`src/core/leb_pkg.sv`:
```
// shared constants for the led effect serial register bank
package leb_pkg;
  localparam logic [6:0] LEB_ADDR_HI       = 7'h19;   // 11001 in the low five bits
  localparam int         LEB_ADDR_HI_W     = 5;
  localparam logic [7:0] LEB_OFF_SHUTDOWN  = 8'h00;
  localparam logic [7:0] LEB_OFF_CHAN_EN   = 8'h01;
  localparam logic [7:0] LEB_OFF_MODE      = 8'h03;
  localparam logic [7:0] LEB_OFF_DRIVE     = 8'h04;
  localparam logic [7:0] LEB_OFF_RAMP      = 8'h05;
  localparam logic [7:0] LEB_OFF_MARKER    = 8'h06;
  localparam logic [7:0] LEB_OFF_DUTY1     = 8'h07;
  localparam logic [7:0] LEB_OFF_DUTY6     = 8'h0C;
  localparam logic [7:0] LEB_OFF_DUTY_CMT  = 8'h10;
  localparam logic [7:0] LEB_OFF_DELAY1    = 8'h11;
  localparam logic [7:0] LEB_OFF_DELAY6    = 8'h16;
  localparam logic [7:0] LEB_OFF_RTIME1    = 8'h1A;
  localparam logic [7:0] LEB_OFF_RTIME2    = 8'h1B;
  localparam logic [7:0] LEB_OFF_OFFT1     = 8'h1D;
  localparam logic [7:0] LEB_OFF_OFFT6     = 8'h22;
  localparam logic [7:0] LEB_OFF_TIME_CMT  = 8'h26;
  localparam logic [7:0] LEB_OFF_RESET     = 8'hFF;
  localparam logic [7:0] LEB_COMMIT_VALUE  = 8'h00;
  localparam logic [7:0] LEB_RST_SHUTDOWN  = 8'h00;
  localparam logic [7:0] LEB_RST_CHAN_EN   = 8'h77;
  localparam logic [7:0] LEB_RST_ZERO      = 8'h00;
  localparam logic [7:0] LEB_MASK_SHUTDOWN = 8'h01;
  localparam logic [7:0] LEB_MASK_CHAN_EN  = 8'h77;
  localparam logic [7:0] LEB_MASK_MODE     = 8'h37;
  localparam logic [7:0] LEB_MASK_DRIVE    = 8'hF7;
  localparam logic [7:0] LEB_MASK_RAMP     = 8'h33;
  localparam logic [7:0] LEB_MASK_MARKER   = 8'h17;
  localparam logic [7:0] LEB_MASK_DELAY    = 8'h3F;
  localparam logic [7:0] LEB_MASK_RTIME    = 8'hF7;
  localparam logic [7:0] LEB_MASK_OFFT     = 8'h3F;
  localparam logic [2:0] LEB_MARKER_MAX    = 3'h5;
  localparam int         LEB_CHANNELS      = 6;
  localparam int         LEB_GROUPS        = 2;
  typedef enum logic [2:0] {
    LEB_IDLE  = 3'b000,
    LEB_SHIFT = 3'b001,
    LEB_ACK   = 3'b010,
    LEB_WAIT  = 3'b011,
    LEB_IGN   = 3'b100
  } leb_state_t;
endpackage

```
`src/core/leb_register_bank.sv`:
```
// two-wire write-only slave and control register bank of the led driver
//
// Functional notes
// master shifts address msb first, stable high
// master releases data for acknowledge clock
// own address acknowledged by holding data low
// master stops on missing address acknowledge
// register address byte sent and acknowledged
// one data byte sent and acknowledged
// stop condition ends each transfer
// shutdown bit zero means off, resets zero
// per-output enable bits, reset to 111
// audio modulation enable bit D2
// gain control disable bit D1, inverted
// gain control rate select bit D0
// sync role bit D7, follower when set
// current code D6:D4, audio gain D2:D0
// ramp enable D5:D4, hold select D1:D0
// hold select picks T2 or T4 stop
// marker enable D4, channel code D2:D0
// six duty registers scale max current
// duty and enable staged until commit zero
// start delay multiplier D3:D0, exponent D5:D4
// doubling flag, hold and rise exponents
// time commit moves staged times active
// reset register write restores all defaults
// address 11001, strap bits, write only
// group mode: direct duty or one-shot
// doubling flag doubles fall; rise coding
// hold code coding, zero gives none
`timescale 1ns/10ps
`default_nettype none
module leb_register_bank
  import leb_pkg::*;
(
  input  wire logic        clk_sys_i,        // system clock, 125 MHz
  input  wire logic        rst_n_i,          // synchronous reset, low
  input  wire logic        scl_i,            // serial clock pin
  input  wire logic        sda_i,            // serial data pin level
  output logic             sda_o,            // data drive value, always 0
  output logic             sda_oe_o,         // data pull-low enable
  input  wire logic [1:0]  addr_strap_i,     // address strap bits
  output logic             soft_off_n_o,     // 1 normal, 0 shutdown
  output logic [5:0]       channel_on_o,     // active channel enables
  output logic [1:0]       group_program_mode_o, // 1 one-shot breathing
  output logic             sound_drive_en_o, // audio modulation enable
  output logic             auto_gain_off_o,  // 1 disables gain control
  output logic             auto_gain_rate_o, // 1 slow modulation
  output logic             sync_role_o,      // 1 follower
  output logic [2:0]       current_code_o,   // max current code
  output logic [2:0]       sound_gain_o,     // gain, 3 dB steps
  output logic [1:0]       ramp_en_o,        // per-group ramp enable
  output logic [1:0]       hold_phase_o,     // 0 hold T2, 1 hold T4
  output logic             phase_marker_en_o, // marker enabled, valid
  output logic [2:0]       marker_channel_o, // marked output code
  output logic [47:0]      duty_o,           // active duty, out1 low
  output logic [35:0]      start_delay_o,    // active delays, 6 bits each
  output logic [15:0]      ramp_times_o,     // active group time fields
  output logic [35:0]      off_time_o,       // active off times
  output logic             time_load_o       // pulse on time commit
);
  // pin synchronisers and sampled levels
  logic [1:0] scl_sync_q, sda_sync_q;
  logic       scl_q, sda_q;
  logic [1:0] strap_s1_q, strap_s2_q;
  always_ff @(posedge clk_sys_i) begin
    scl_sync_q <= {scl_sync_q[0], scl_i};
    sda_sync_q <= {sda_sync_q[0], sda_i};
    scl_q      <= scl_sync_q[1];
    sda_q      <= sda_sync_q[1];
    strap_s1_q <= addr_strap_i;
    strap_s2_q <= strap_s1_q;
  end
  wire scl_rise = scl_sync_q[1] & ~scl_q;
  wire scl_fall = ~scl_sync_q[1] & scl_q;
  wire start_c  = scl_sync_q[1] & scl_q & sda_q & ~sda_sync_q[1];
  wire stop_c   = scl_sync_q[1] & scl_q & ~sda_q & sda_sync_q[1];

  leb_state_t state_q, state_d;
  logic [7:0] shift_q;
  logic [2:0] bitcnt_q;
  logic [1:0] byte_q;
  logic [7:0] regaddr_q;
  logic       ack_q;
  logic       ackdone_q;
  wire [7:0]  byte_in = {shift_q[6:0], sda_sync_q[1]};
  // address match: 11001, strap, write bit 0
  wire addr_ok = (byte_in[7:3] == LEB_ADDR_HI[LEB_ADDR_HI_W-1:0]) &&
                 (byte_in[2:1] == strap_s2_q) && !byte_in[0];
  wire last_bit = (bitcnt_q == 3'h7);
  wire take_ok  = (state_q == LEB_SHIFT) && scl_rise && last_bit &&
                  ((byte_q != 2'h0) || addr_ok);
  wire ack_end  = (state_q == LEB_ACK) && scl_fall && ackdone_q;
  wire data_wr  = ack_end && (byte_q == 2'h2);

  always_comb begin
    state_d = state_q;
    case (state_q)
      LEB_IDLE:  state_d = LEB_IDLE;
      LEB_SHIFT: begin
        if (scl_rise && last_bit) begin
          state_d = take_ok ? LEB_WAIT : LEB_IGN;
        end
      end
      LEB_WAIT:  if (scl_fall) state_d = LEB_ACK;
      LEB_ACK:   if (ack_end) state_d = (byte_q == 2'h2) ? LEB_IGN : LEB_SHIFT;
      LEB_IGN:   state_d = LEB_IGN;
      default:   state_d = LEB_IDLE;
    endcase
    if (start_c) state_d = LEB_SHIFT;
    if (stop_c)  state_d = LEB_IDLE;
  end

  // byte framing: a start restarts from the address byte
  always_ff @(posedge clk_sys_i) begin
    if (!rst_n_i) begin
      state_q  <= LEB_IDLE;
      shift_q  <= 8'h00;
      bitcnt_q <= 3'h0;
      byte_q   <= 2'h0;
    end else begin
      state_q <= state_d;
      if (start_c) begin
        bitcnt_q <= 3'h0;
        byte_q   <= 2'h0;
      end else begin
        if (state_q == LEB_SHIFT && scl_rise) begin
          shift_q  <= byte_in;
          bitcnt_q <= bitcnt_q + 3'h1;
        end
        if (ack_end) byte_q <= byte_q + 2'h1;
      end
    end
  end

  // acknowledge drive: raised after the eighth bit, dropped after the pulse
  always_ff @(posedge clk_sys_i) begin
    if (!rst_n_i) begin
      regaddr_q <= 8'h00;
      ack_q     <= 1'b0;
      ackdone_q <= 1'b0;
    end else begin
      if (state_q == LEB_WAIT && scl_fall) begin
        ack_q     <= 1'b1;
        ackdone_q <= 1'b0;
        if (byte_q == 2'h1) regaddr_q <= shift_q;
      end
      if (state_q == LEB_ACK && scl_rise) ackdone_q <= 1'b1;
      if (ack_end || stop_c || start_c) ack_q <= 1'b0;
    end
  end

  // register write decode
  wire [7:0] wd = shift_q;
  wire wr_rst   = data_wr && regaddr_q == LEB_OFF_RESET &&
                  wd == LEB_COMMIT_VALUE;
  wire wr_shd   = data_wr && regaddr_q == LEB_OFF_SHUTDOWN;
  wire wr_en    = data_wr && regaddr_q == LEB_OFF_CHAN_EN;
  wire wr_mode  = data_wr && regaddr_q == LEB_OFF_MODE;
  wire wr_drv   = data_wr && regaddr_q == LEB_OFF_DRIVE;
  wire wr_ramp  = data_wr && regaddr_q == LEB_OFF_RAMP;
  wire wr_mark  = data_wr && regaddr_q == LEB_OFF_MARKER;
  wire duty_cmt = data_wr && regaddr_q == LEB_OFF_DUTY_CMT &&
                  wd == LEB_COMMIT_VALUE;
  wire time_cmt = data_wr && regaddr_q == LEB_OFF_TIME_CMT &&
                  wd == LEB_COMMIT_VALUE;
  wire [7:0] duty_idx  = regaddr_q - LEB_OFF_DUTY1;
  wire [7:0] delay_idx = regaddr_q - LEB_OFF_DELAY1;
  wire [7:0] offt_idx  = regaddr_q - LEB_OFF_OFFT1;
  wire wr_duty  = data_wr && regaddr_q >= LEB_OFF_DUTY1 &&
                  regaddr_q <= LEB_OFF_DUTY6;
  wire wr_delay = data_wr && regaddr_q >= LEB_OFF_DELAY1 &&
                  regaddr_q <= LEB_OFF_DELAY6;
  wire wr_rt1   = data_wr && regaddr_q == LEB_OFF_RTIME1;
  wire wr_rt2   = data_wr && regaddr_q == LEB_OFF_RTIME2;
  wire wr_offt  = data_wr && regaddr_q >= LEB_OFF_OFFT1 &&
                  regaddr_q <= LEB_OFF_OFFT6;
  wire clr      = !rst_n_i || wr_rst;

  logic [7:0] shd_q, mode_q, drv_q, ramp_q, mark_q;
  logic [7:0] en_stage_q, en_act_q;
  logic [7:0] duty_stage_q [LEB_CHANNELS];
  logic [7:0] duty_act_q   [LEB_CHANNELS];
  logic [7:0] dly_stage_q  [LEB_CHANNELS];
  logic [7:0] dly_act_q    [LEB_CHANNELS];
  logic [7:0] off_stage_q  [LEB_CHANNELS];
  logic [7:0] off_act_q    [LEB_CHANNELS];
  logic [7:0] rt_stage_q   [LEB_GROUPS];
  logic [7:0] rt_act_q     [LEB_GROUPS];
  logic       tload_q;

  // marker enable is kept off for codes with no output behind them
  wire       mark_code_ok = (wd[2:0] <= LEB_MARKER_MAX);
  wire [7:0] mark_wd      = (wd & LEB_MASK_MARKER) &
                            {3'h7, mark_code_ok, 4'hF};

  always_ff @(posedge clk_sys_i) begin
    if (clr) begin
      shd_q <= LEB_RST_SHUTDOWN;
    end else if (wr_shd) begin
      shd_q <= wd & LEB_MASK_SHUTDOWN;
    end
  end

  // enable bits wait in the shadow copy for the duty commit
  always_ff @(posedge clk_sys_i) begin
    if (clr) begin
      en_stage_q <= LEB_RST_CHAN_EN;
      en_act_q   <= LEB_RST_CHAN_EN;
    end else begin
      if (wr_en) en_stage_q <= wd & LEB_MASK_CHAN_EN;
      if (duty_cmt) en_act_q <= en_stage_q;
    end
  end

  always_ff @(posedge clk_sys_i) begin
    if (clr) begin
      mode_q <= LEB_RST_ZERO;
    end else if (wr_mode) begin
      mode_q <= wd & LEB_MASK_MODE;
    end
  end

  always_ff @(posedge clk_sys_i) begin
    if (clr) begin
      drv_q <= LEB_RST_ZERO;
    end else if (wr_drv) begin
      drv_q <= wd & LEB_MASK_DRIVE;
    end
  end

  always_ff @(posedge clk_sys_i) begin
    if (clr) begin
      ramp_q <= LEB_RST_ZERO;
    end else if (wr_ramp) begin
      ramp_q <= wd & LEB_MASK_RAMP;
    end
  end

  always_ff @(posedge clk_sys_i) begin
    if (clr) begin
      mark_q <= LEB_RST_ZERO;
    end else if (wr_mark) begin
      mark_q <= mark_wd;
    end
  end

  // one-cycle strobe that tells the timing engine to reload
  always_ff @(posedge clk_sys_i) begin
    if (clr) begin
      tload_q <= 1'b0;
    end else begin
      tload_q <= time_cmt;
    end
  end

  for (genvar i = 0; i < LEB_CHANNELS; i++) begin : g_ch
    always_ff @(posedge clk_sys_i) begin
      if (clr) begin
        duty_stage_q[i] <= LEB_RST_ZERO;
        duty_act_q[i]   <= LEB_RST_ZERO;
        dly_stage_q[i]  <= LEB_RST_ZERO;
        dly_act_q[i]    <= LEB_RST_ZERO;
        off_stage_q[i]  <= LEB_RST_ZERO;
        off_act_q[i]    <= LEB_RST_ZERO;
      end else begin
        if (wr_duty && duty_idx == 8'(i)) duty_stage_q[i] <= wd;
        if (duty_cmt) duty_act_q[i] <= duty_stage_q[i];
        if (wr_delay && delay_idx == 8'(i)) begin
          dly_stage_q[i] <= wd & LEB_MASK_DELAY;
        end
        if (wr_offt && offt_idx == 8'(i)) begin
          off_stage_q[i] <= wd & LEB_MASK_OFFT;
        end
        if (time_cmt) begin
          dly_act_q[i] <= dly_stage_q[i];
          off_act_q[i] <= off_stage_q[i];
        end
      end
    end
    assign duty_o[8*i +: 8]        = duty_act_q[i];
    assign start_delay_o[6*i +: 6] = dly_act_q[i][5:0];
    assign off_time_o[6*i +: 6]    = off_act_q[i][5:0];
  end

  for (genvar g = 0; g < LEB_GROUPS; g++) begin : g_grp
    always_ff @(posedge clk_sys_i) begin
      if (clr) begin
        rt_stage_q[g] <= LEB_RST_ZERO;
        rt_act_q[g]   <= LEB_RST_ZERO;
      end else begin
        if ((g == 0 && wr_rt1) || (g == 1 && wr_rt2)) begin
          rt_stage_q[g] <= wd & LEB_MASK_RTIME;
        end
        if (time_cmt) rt_act_q[g] <= rt_stage_q[g];
      end
    end
    assign ramp_times_o[8*g +: 8] = rt_act_q[g];
  end

  assign sda_o                = 1'b0;
  assign sda_oe_o             = ack_q;
  assign soft_off_n_o         = shd_q[0];
  assign channel_on_o         = {en_act_q[6:4], en_act_q[2:0]};
  assign group_program_mode_o = mode_q[5:4];
  assign sound_drive_en_o     = mode_q[2];
  assign auto_gain_off_o      = mode_q[1];
  assign auto_gain_rate_o     = mode_q[0];
  assign sync_role_o          = drv_q[7];
  assign current_code_o       = drv_q[6:4];
  assign sound_gain_o         = drv_q[2:0];
  assign ramp_en_o            = ramp_q[5:4];
  assign hold_phase_o         = ramp_q[1:0];
  assign phase_marker_en_o    = mark_q[4];
  assign marker_channel_o     = mark_q[2:0];
  assign time_load_o          = tload_q;
endmodule
`default_nettype wire

```
`config.mk`:
```
export PLATFORM = sky130hd
export DESIGN_NAME = leb_register_bank
export DESIGN_NICKNAME = d
export VERILOG_FILES = /design/src/core/leb_pkg.sv /design/src/core/leb_register_bank.sv
export SDC_FILE = /design/constraint.sdc
export NUM_CORES = 1
export LEC_CHECK = 0
export BUFFER_PORTS_ARGS = -buffer_cell sky130_fd_sc_hd__buf_2
export CELL_PAD_IN_SITES_DETAIL_PLACEMENT = 1
export CELL_PAD_IN_SITES_GLOBAL_PLACEMENT = 2
export CORE_ASPECT_RATIO = 0.7
export CORE_MARGIN = 2
export CORE_UTILIZATION = 42
export CTS_CLUSTER_SIZE = 28
export DETAILED_ROUTE_END_ITERATION = 10
export PLACE_DENSITY = 0.83
export SYNTH_ARGS = -nofsm -noshare
export SYNTH_HDL_FRONTEND = slang
export SYNTH_SLANG_ARGS = --single-unit
```
`constraint.sdc`:
```
create_clock -name clk_sys_i -period 14.3 [get_ports clk_sys_i]
set_input_delay 2.145 -clock clk_sys_i [delete_from_list [all_inputs] [get_ports clk_sys_i]]
set_output_delay 2.145 -clock clk_sys_i [all_outputs]
set_load 0.01 [all_outputs]
```
==> out/qor.txt <==
CP Launch Point = rst_n_i
Resized cells post-CTS = 0
Slew headroom = 13.1%
Primary FF master, synth = edfxtp_1
Pwr dens = 134 nW/um^2
R2R Setup Slk = 10.56 ns
H-tree depth = 2
Final setup fails = 0
Post-route insts no fill = 1575
Critical path arrival = 4.50 ns
Yosys top cell area share = 61.8%
Die Y = 151 microns
Cell Area, Synth = 13000 sq um
Clock latency on the worst-skew pair = 0.53 ns
Critical Path RT = 14.44 ns
Hold Path Class = reg -> reg
Crit start category = input port
Placed insts = 1515
Largest net degree at the start of global routing = 88
Hold_ws = 0.326 ns
End of the critical path = dly_act_q[0][0]
Initial core utilization = 43.1%
Pre-CTS setup slack = 9.39 ns
Initial antenna violation count = 0
Worst reg2reg path startpoint = shift_q[0]
DP Area = 14200 sq um
Fraction of layout cells with a size suffix above 1 = 21.0%
R2r endpoint = dly_act_q[0][0]
Final design utilization = 50.5%
Design Power = 2.04 mW
Leakage = 5.48 nW
CTS hold repair buffers = 0
CTS tree = done
Router iterations before antenna repair = 5
GRT Overall Usage = 20.3%
Worst path slowest cell = buf_4
Reg clk slew, reported paths = 0.06 ns
DRC = 0
Per-cell routed wire length = 20.9 microns
Post-CTS setup buffer count = 0
Crit. End Element = flip-flop
Yosys warns = 0
Ports = 172
Final hold violation count = 0
Antenna Violating Nets Remaining = 0
Final Wtd Congestion = 0.827
Max IR drop VDD = 0.0688 mV
Setup TNS Final = 0 ns
Post-synthesis sequential area ratio = 72.5%
Chip width = 214 microns
Die area = 32500 sq um
CTS root buffer = clkbuf_16
Core footprint = 30200 sq um
Yosys cell types = 58
Diode count = 0
Most common cell after layout, fill and taps aside = edfxtp_1
Clk_skew = 0.0235 ns
Final period util = 30.5%
Final-stage net count = 1150
Synthesized instance count = 989
Initial DRC Count = 525
EDFF count, synth = 268
Largest cells by area after synthesis = edfxtp_1, dfxtp_1, and2_1, nor2_1, nand3_1
FF-to-FF path depth = 6
Max Cap Violations = 0
Slack of the critical path = 9.94 ns
Worst slew pin tran = 1.30 ns
RSZ-0062 raised after global routing = no
Pins Over Slew Limit = 0
Most common cell type on the critical path = buf_4
Global-route wire length before repair = 49.9 mm
Drt total wl = 32.9 mm
CP Cell Sequence = buf_2 > inv_1 > a21oi_4 > buf_4 > o21ai_4 > buf_4
Rows = 53
Crit Path Max Fanout = 86
Cell area after layout = 15300 sq um
WS Path Type = in -> reg
CP peak stage delay = 0.80 ns
Post-synthesis register bit count = 338
Layout area overhead = 17.1%
Vias in the first global route = 8406
Ys async rst share = 0%
Vias per cell = 5.19
CTS Sinks = 338
Status = completed
HPWL Detailed = 21.7 mm
Avg Cell Area, Syn = 13.2 sq um
Num CTS Buffers = 34
Via count = 8182
Largest area contributor in the netlist = edfxtp_1
Port Buf Inserts = 168
Grt total ovfl = 0
Commonest cells after routing, fill and taps aside = edfxtp_1, buf_2, nor2_1
Worst-case clock buffer depth = 3
Fmax = 229 MHz
Post-layout min period = 4.36 ns
synthesized netlist by cell type, drive strengths merged, types with 3 or more instances:
| cell | n |
|---|---|
| nand3b | 3 |
| nand2 | 43 |
| buf | 16 |
| xor2 | 3 |
| nand3 | 47 |
| nand4 | 21 |
| nor2b | 5 |
| a2111oi | 3 |
| and2 | 137 |
| clkbuf | 50 |
| dfxtp | 70 |
| a21oi | 25 |
| nand2b | 8 |
| o21ai | 41 |
| ha | 5 |
| edfxtp | 268 |
| nor3 | 6 |
| nor4 | 9 |
| nor2 | 164 |
| mux2i | 18 |
| inv | 5 |
| or2 | 3 |
final cells by class:
type	instances	area, sq um
clock buffer	47	951
timing repair buffer	178	916
fill	3137	15000
sequential	338	9450
inverter	5	18.8
tap	412	515
multi-input combinational	582	3290
clock inverter	13	114
critical path, delay by kind of cell:
| kind | cells | cell delay, ns |
|---|---|---|
| buf+inv | 4 | 1.94 |
| compound gates | 2 | 0.27 |
metal layers:
metal  part of all wire, %  global-route usage [%]  wire length [microns]  vias to the layer above
met5                     0                       0                      0                        -
met4                   1.7                    5.35                    573                        0
met3                   5.8                    4.24                   1920                       45
met2                    45                    31.6                  14700                      242
met1                    48                    29.1                  15700                     4105
li1                      -                       -                      -                     3790
how the worst min path moves through the flow:
stage | startpoint | depth (start not counted) | end | slack, ns
after floorplan | scl_sync_q[0] | 0 | scl_sync_q[1] | 0.31
after global placement | sda_sync_q[0] | 0 | sda_sync_q[1] | 0.31
after detailed placement | strap_s1_q[0] | 0 | strap_s2_q[0] | 0.31
after CTS | strap_s1_q[0] | 0 | strap_s2_q[0] | 0.33
after global routing | scl_sync_q[0] | 0 | scl_sync_q[1] | 0.33
final | strap_s1_q[0] | 0 | strap_s2_q[0] | 0.33
where the power goes:
part	switching, mW	leakage (nW)	internal (mW)
combinational	0.0395	1.84	0.0165
sequential	0.0146	3.11	1.10
clock	0.368	0.526	0.502
logic make-up (layout without fill, tap and decap cells):
kind of cell | after synthesis | in the layout | synth area share, %
AO/OA/AOI/OAI | 85 | 85 | 4.16
XOR/XNOR | 5 | 5 | 0.336
adder cells (fa/ha/maj) | 5 | 5 | 0.480
buffers and inverters | 71 | 243 | 2.53
flip-flops | 338 | 338 | 72.5
multiplexers | 18 | 18 | 1.38
other | 1 | 3 | 0.0288
AND/OR/NAND/NOR | 466 | 466 | 18.5
state kept, by name, indices dropped and copies added (netlist names), 6 cells and up:
signal,cells
duty_act_q,48
shift_q,8
regaddr_q,8
drv_q,7
duty_stage_q,48
rt_stage_q,14
dly_stage_q,36
en_act_q,6
rt_act_q,14
off_stage_q,36
en_stage_q,6
dly_act_q,36
off_act_q,36
Power figures use the tool's default switching activity.
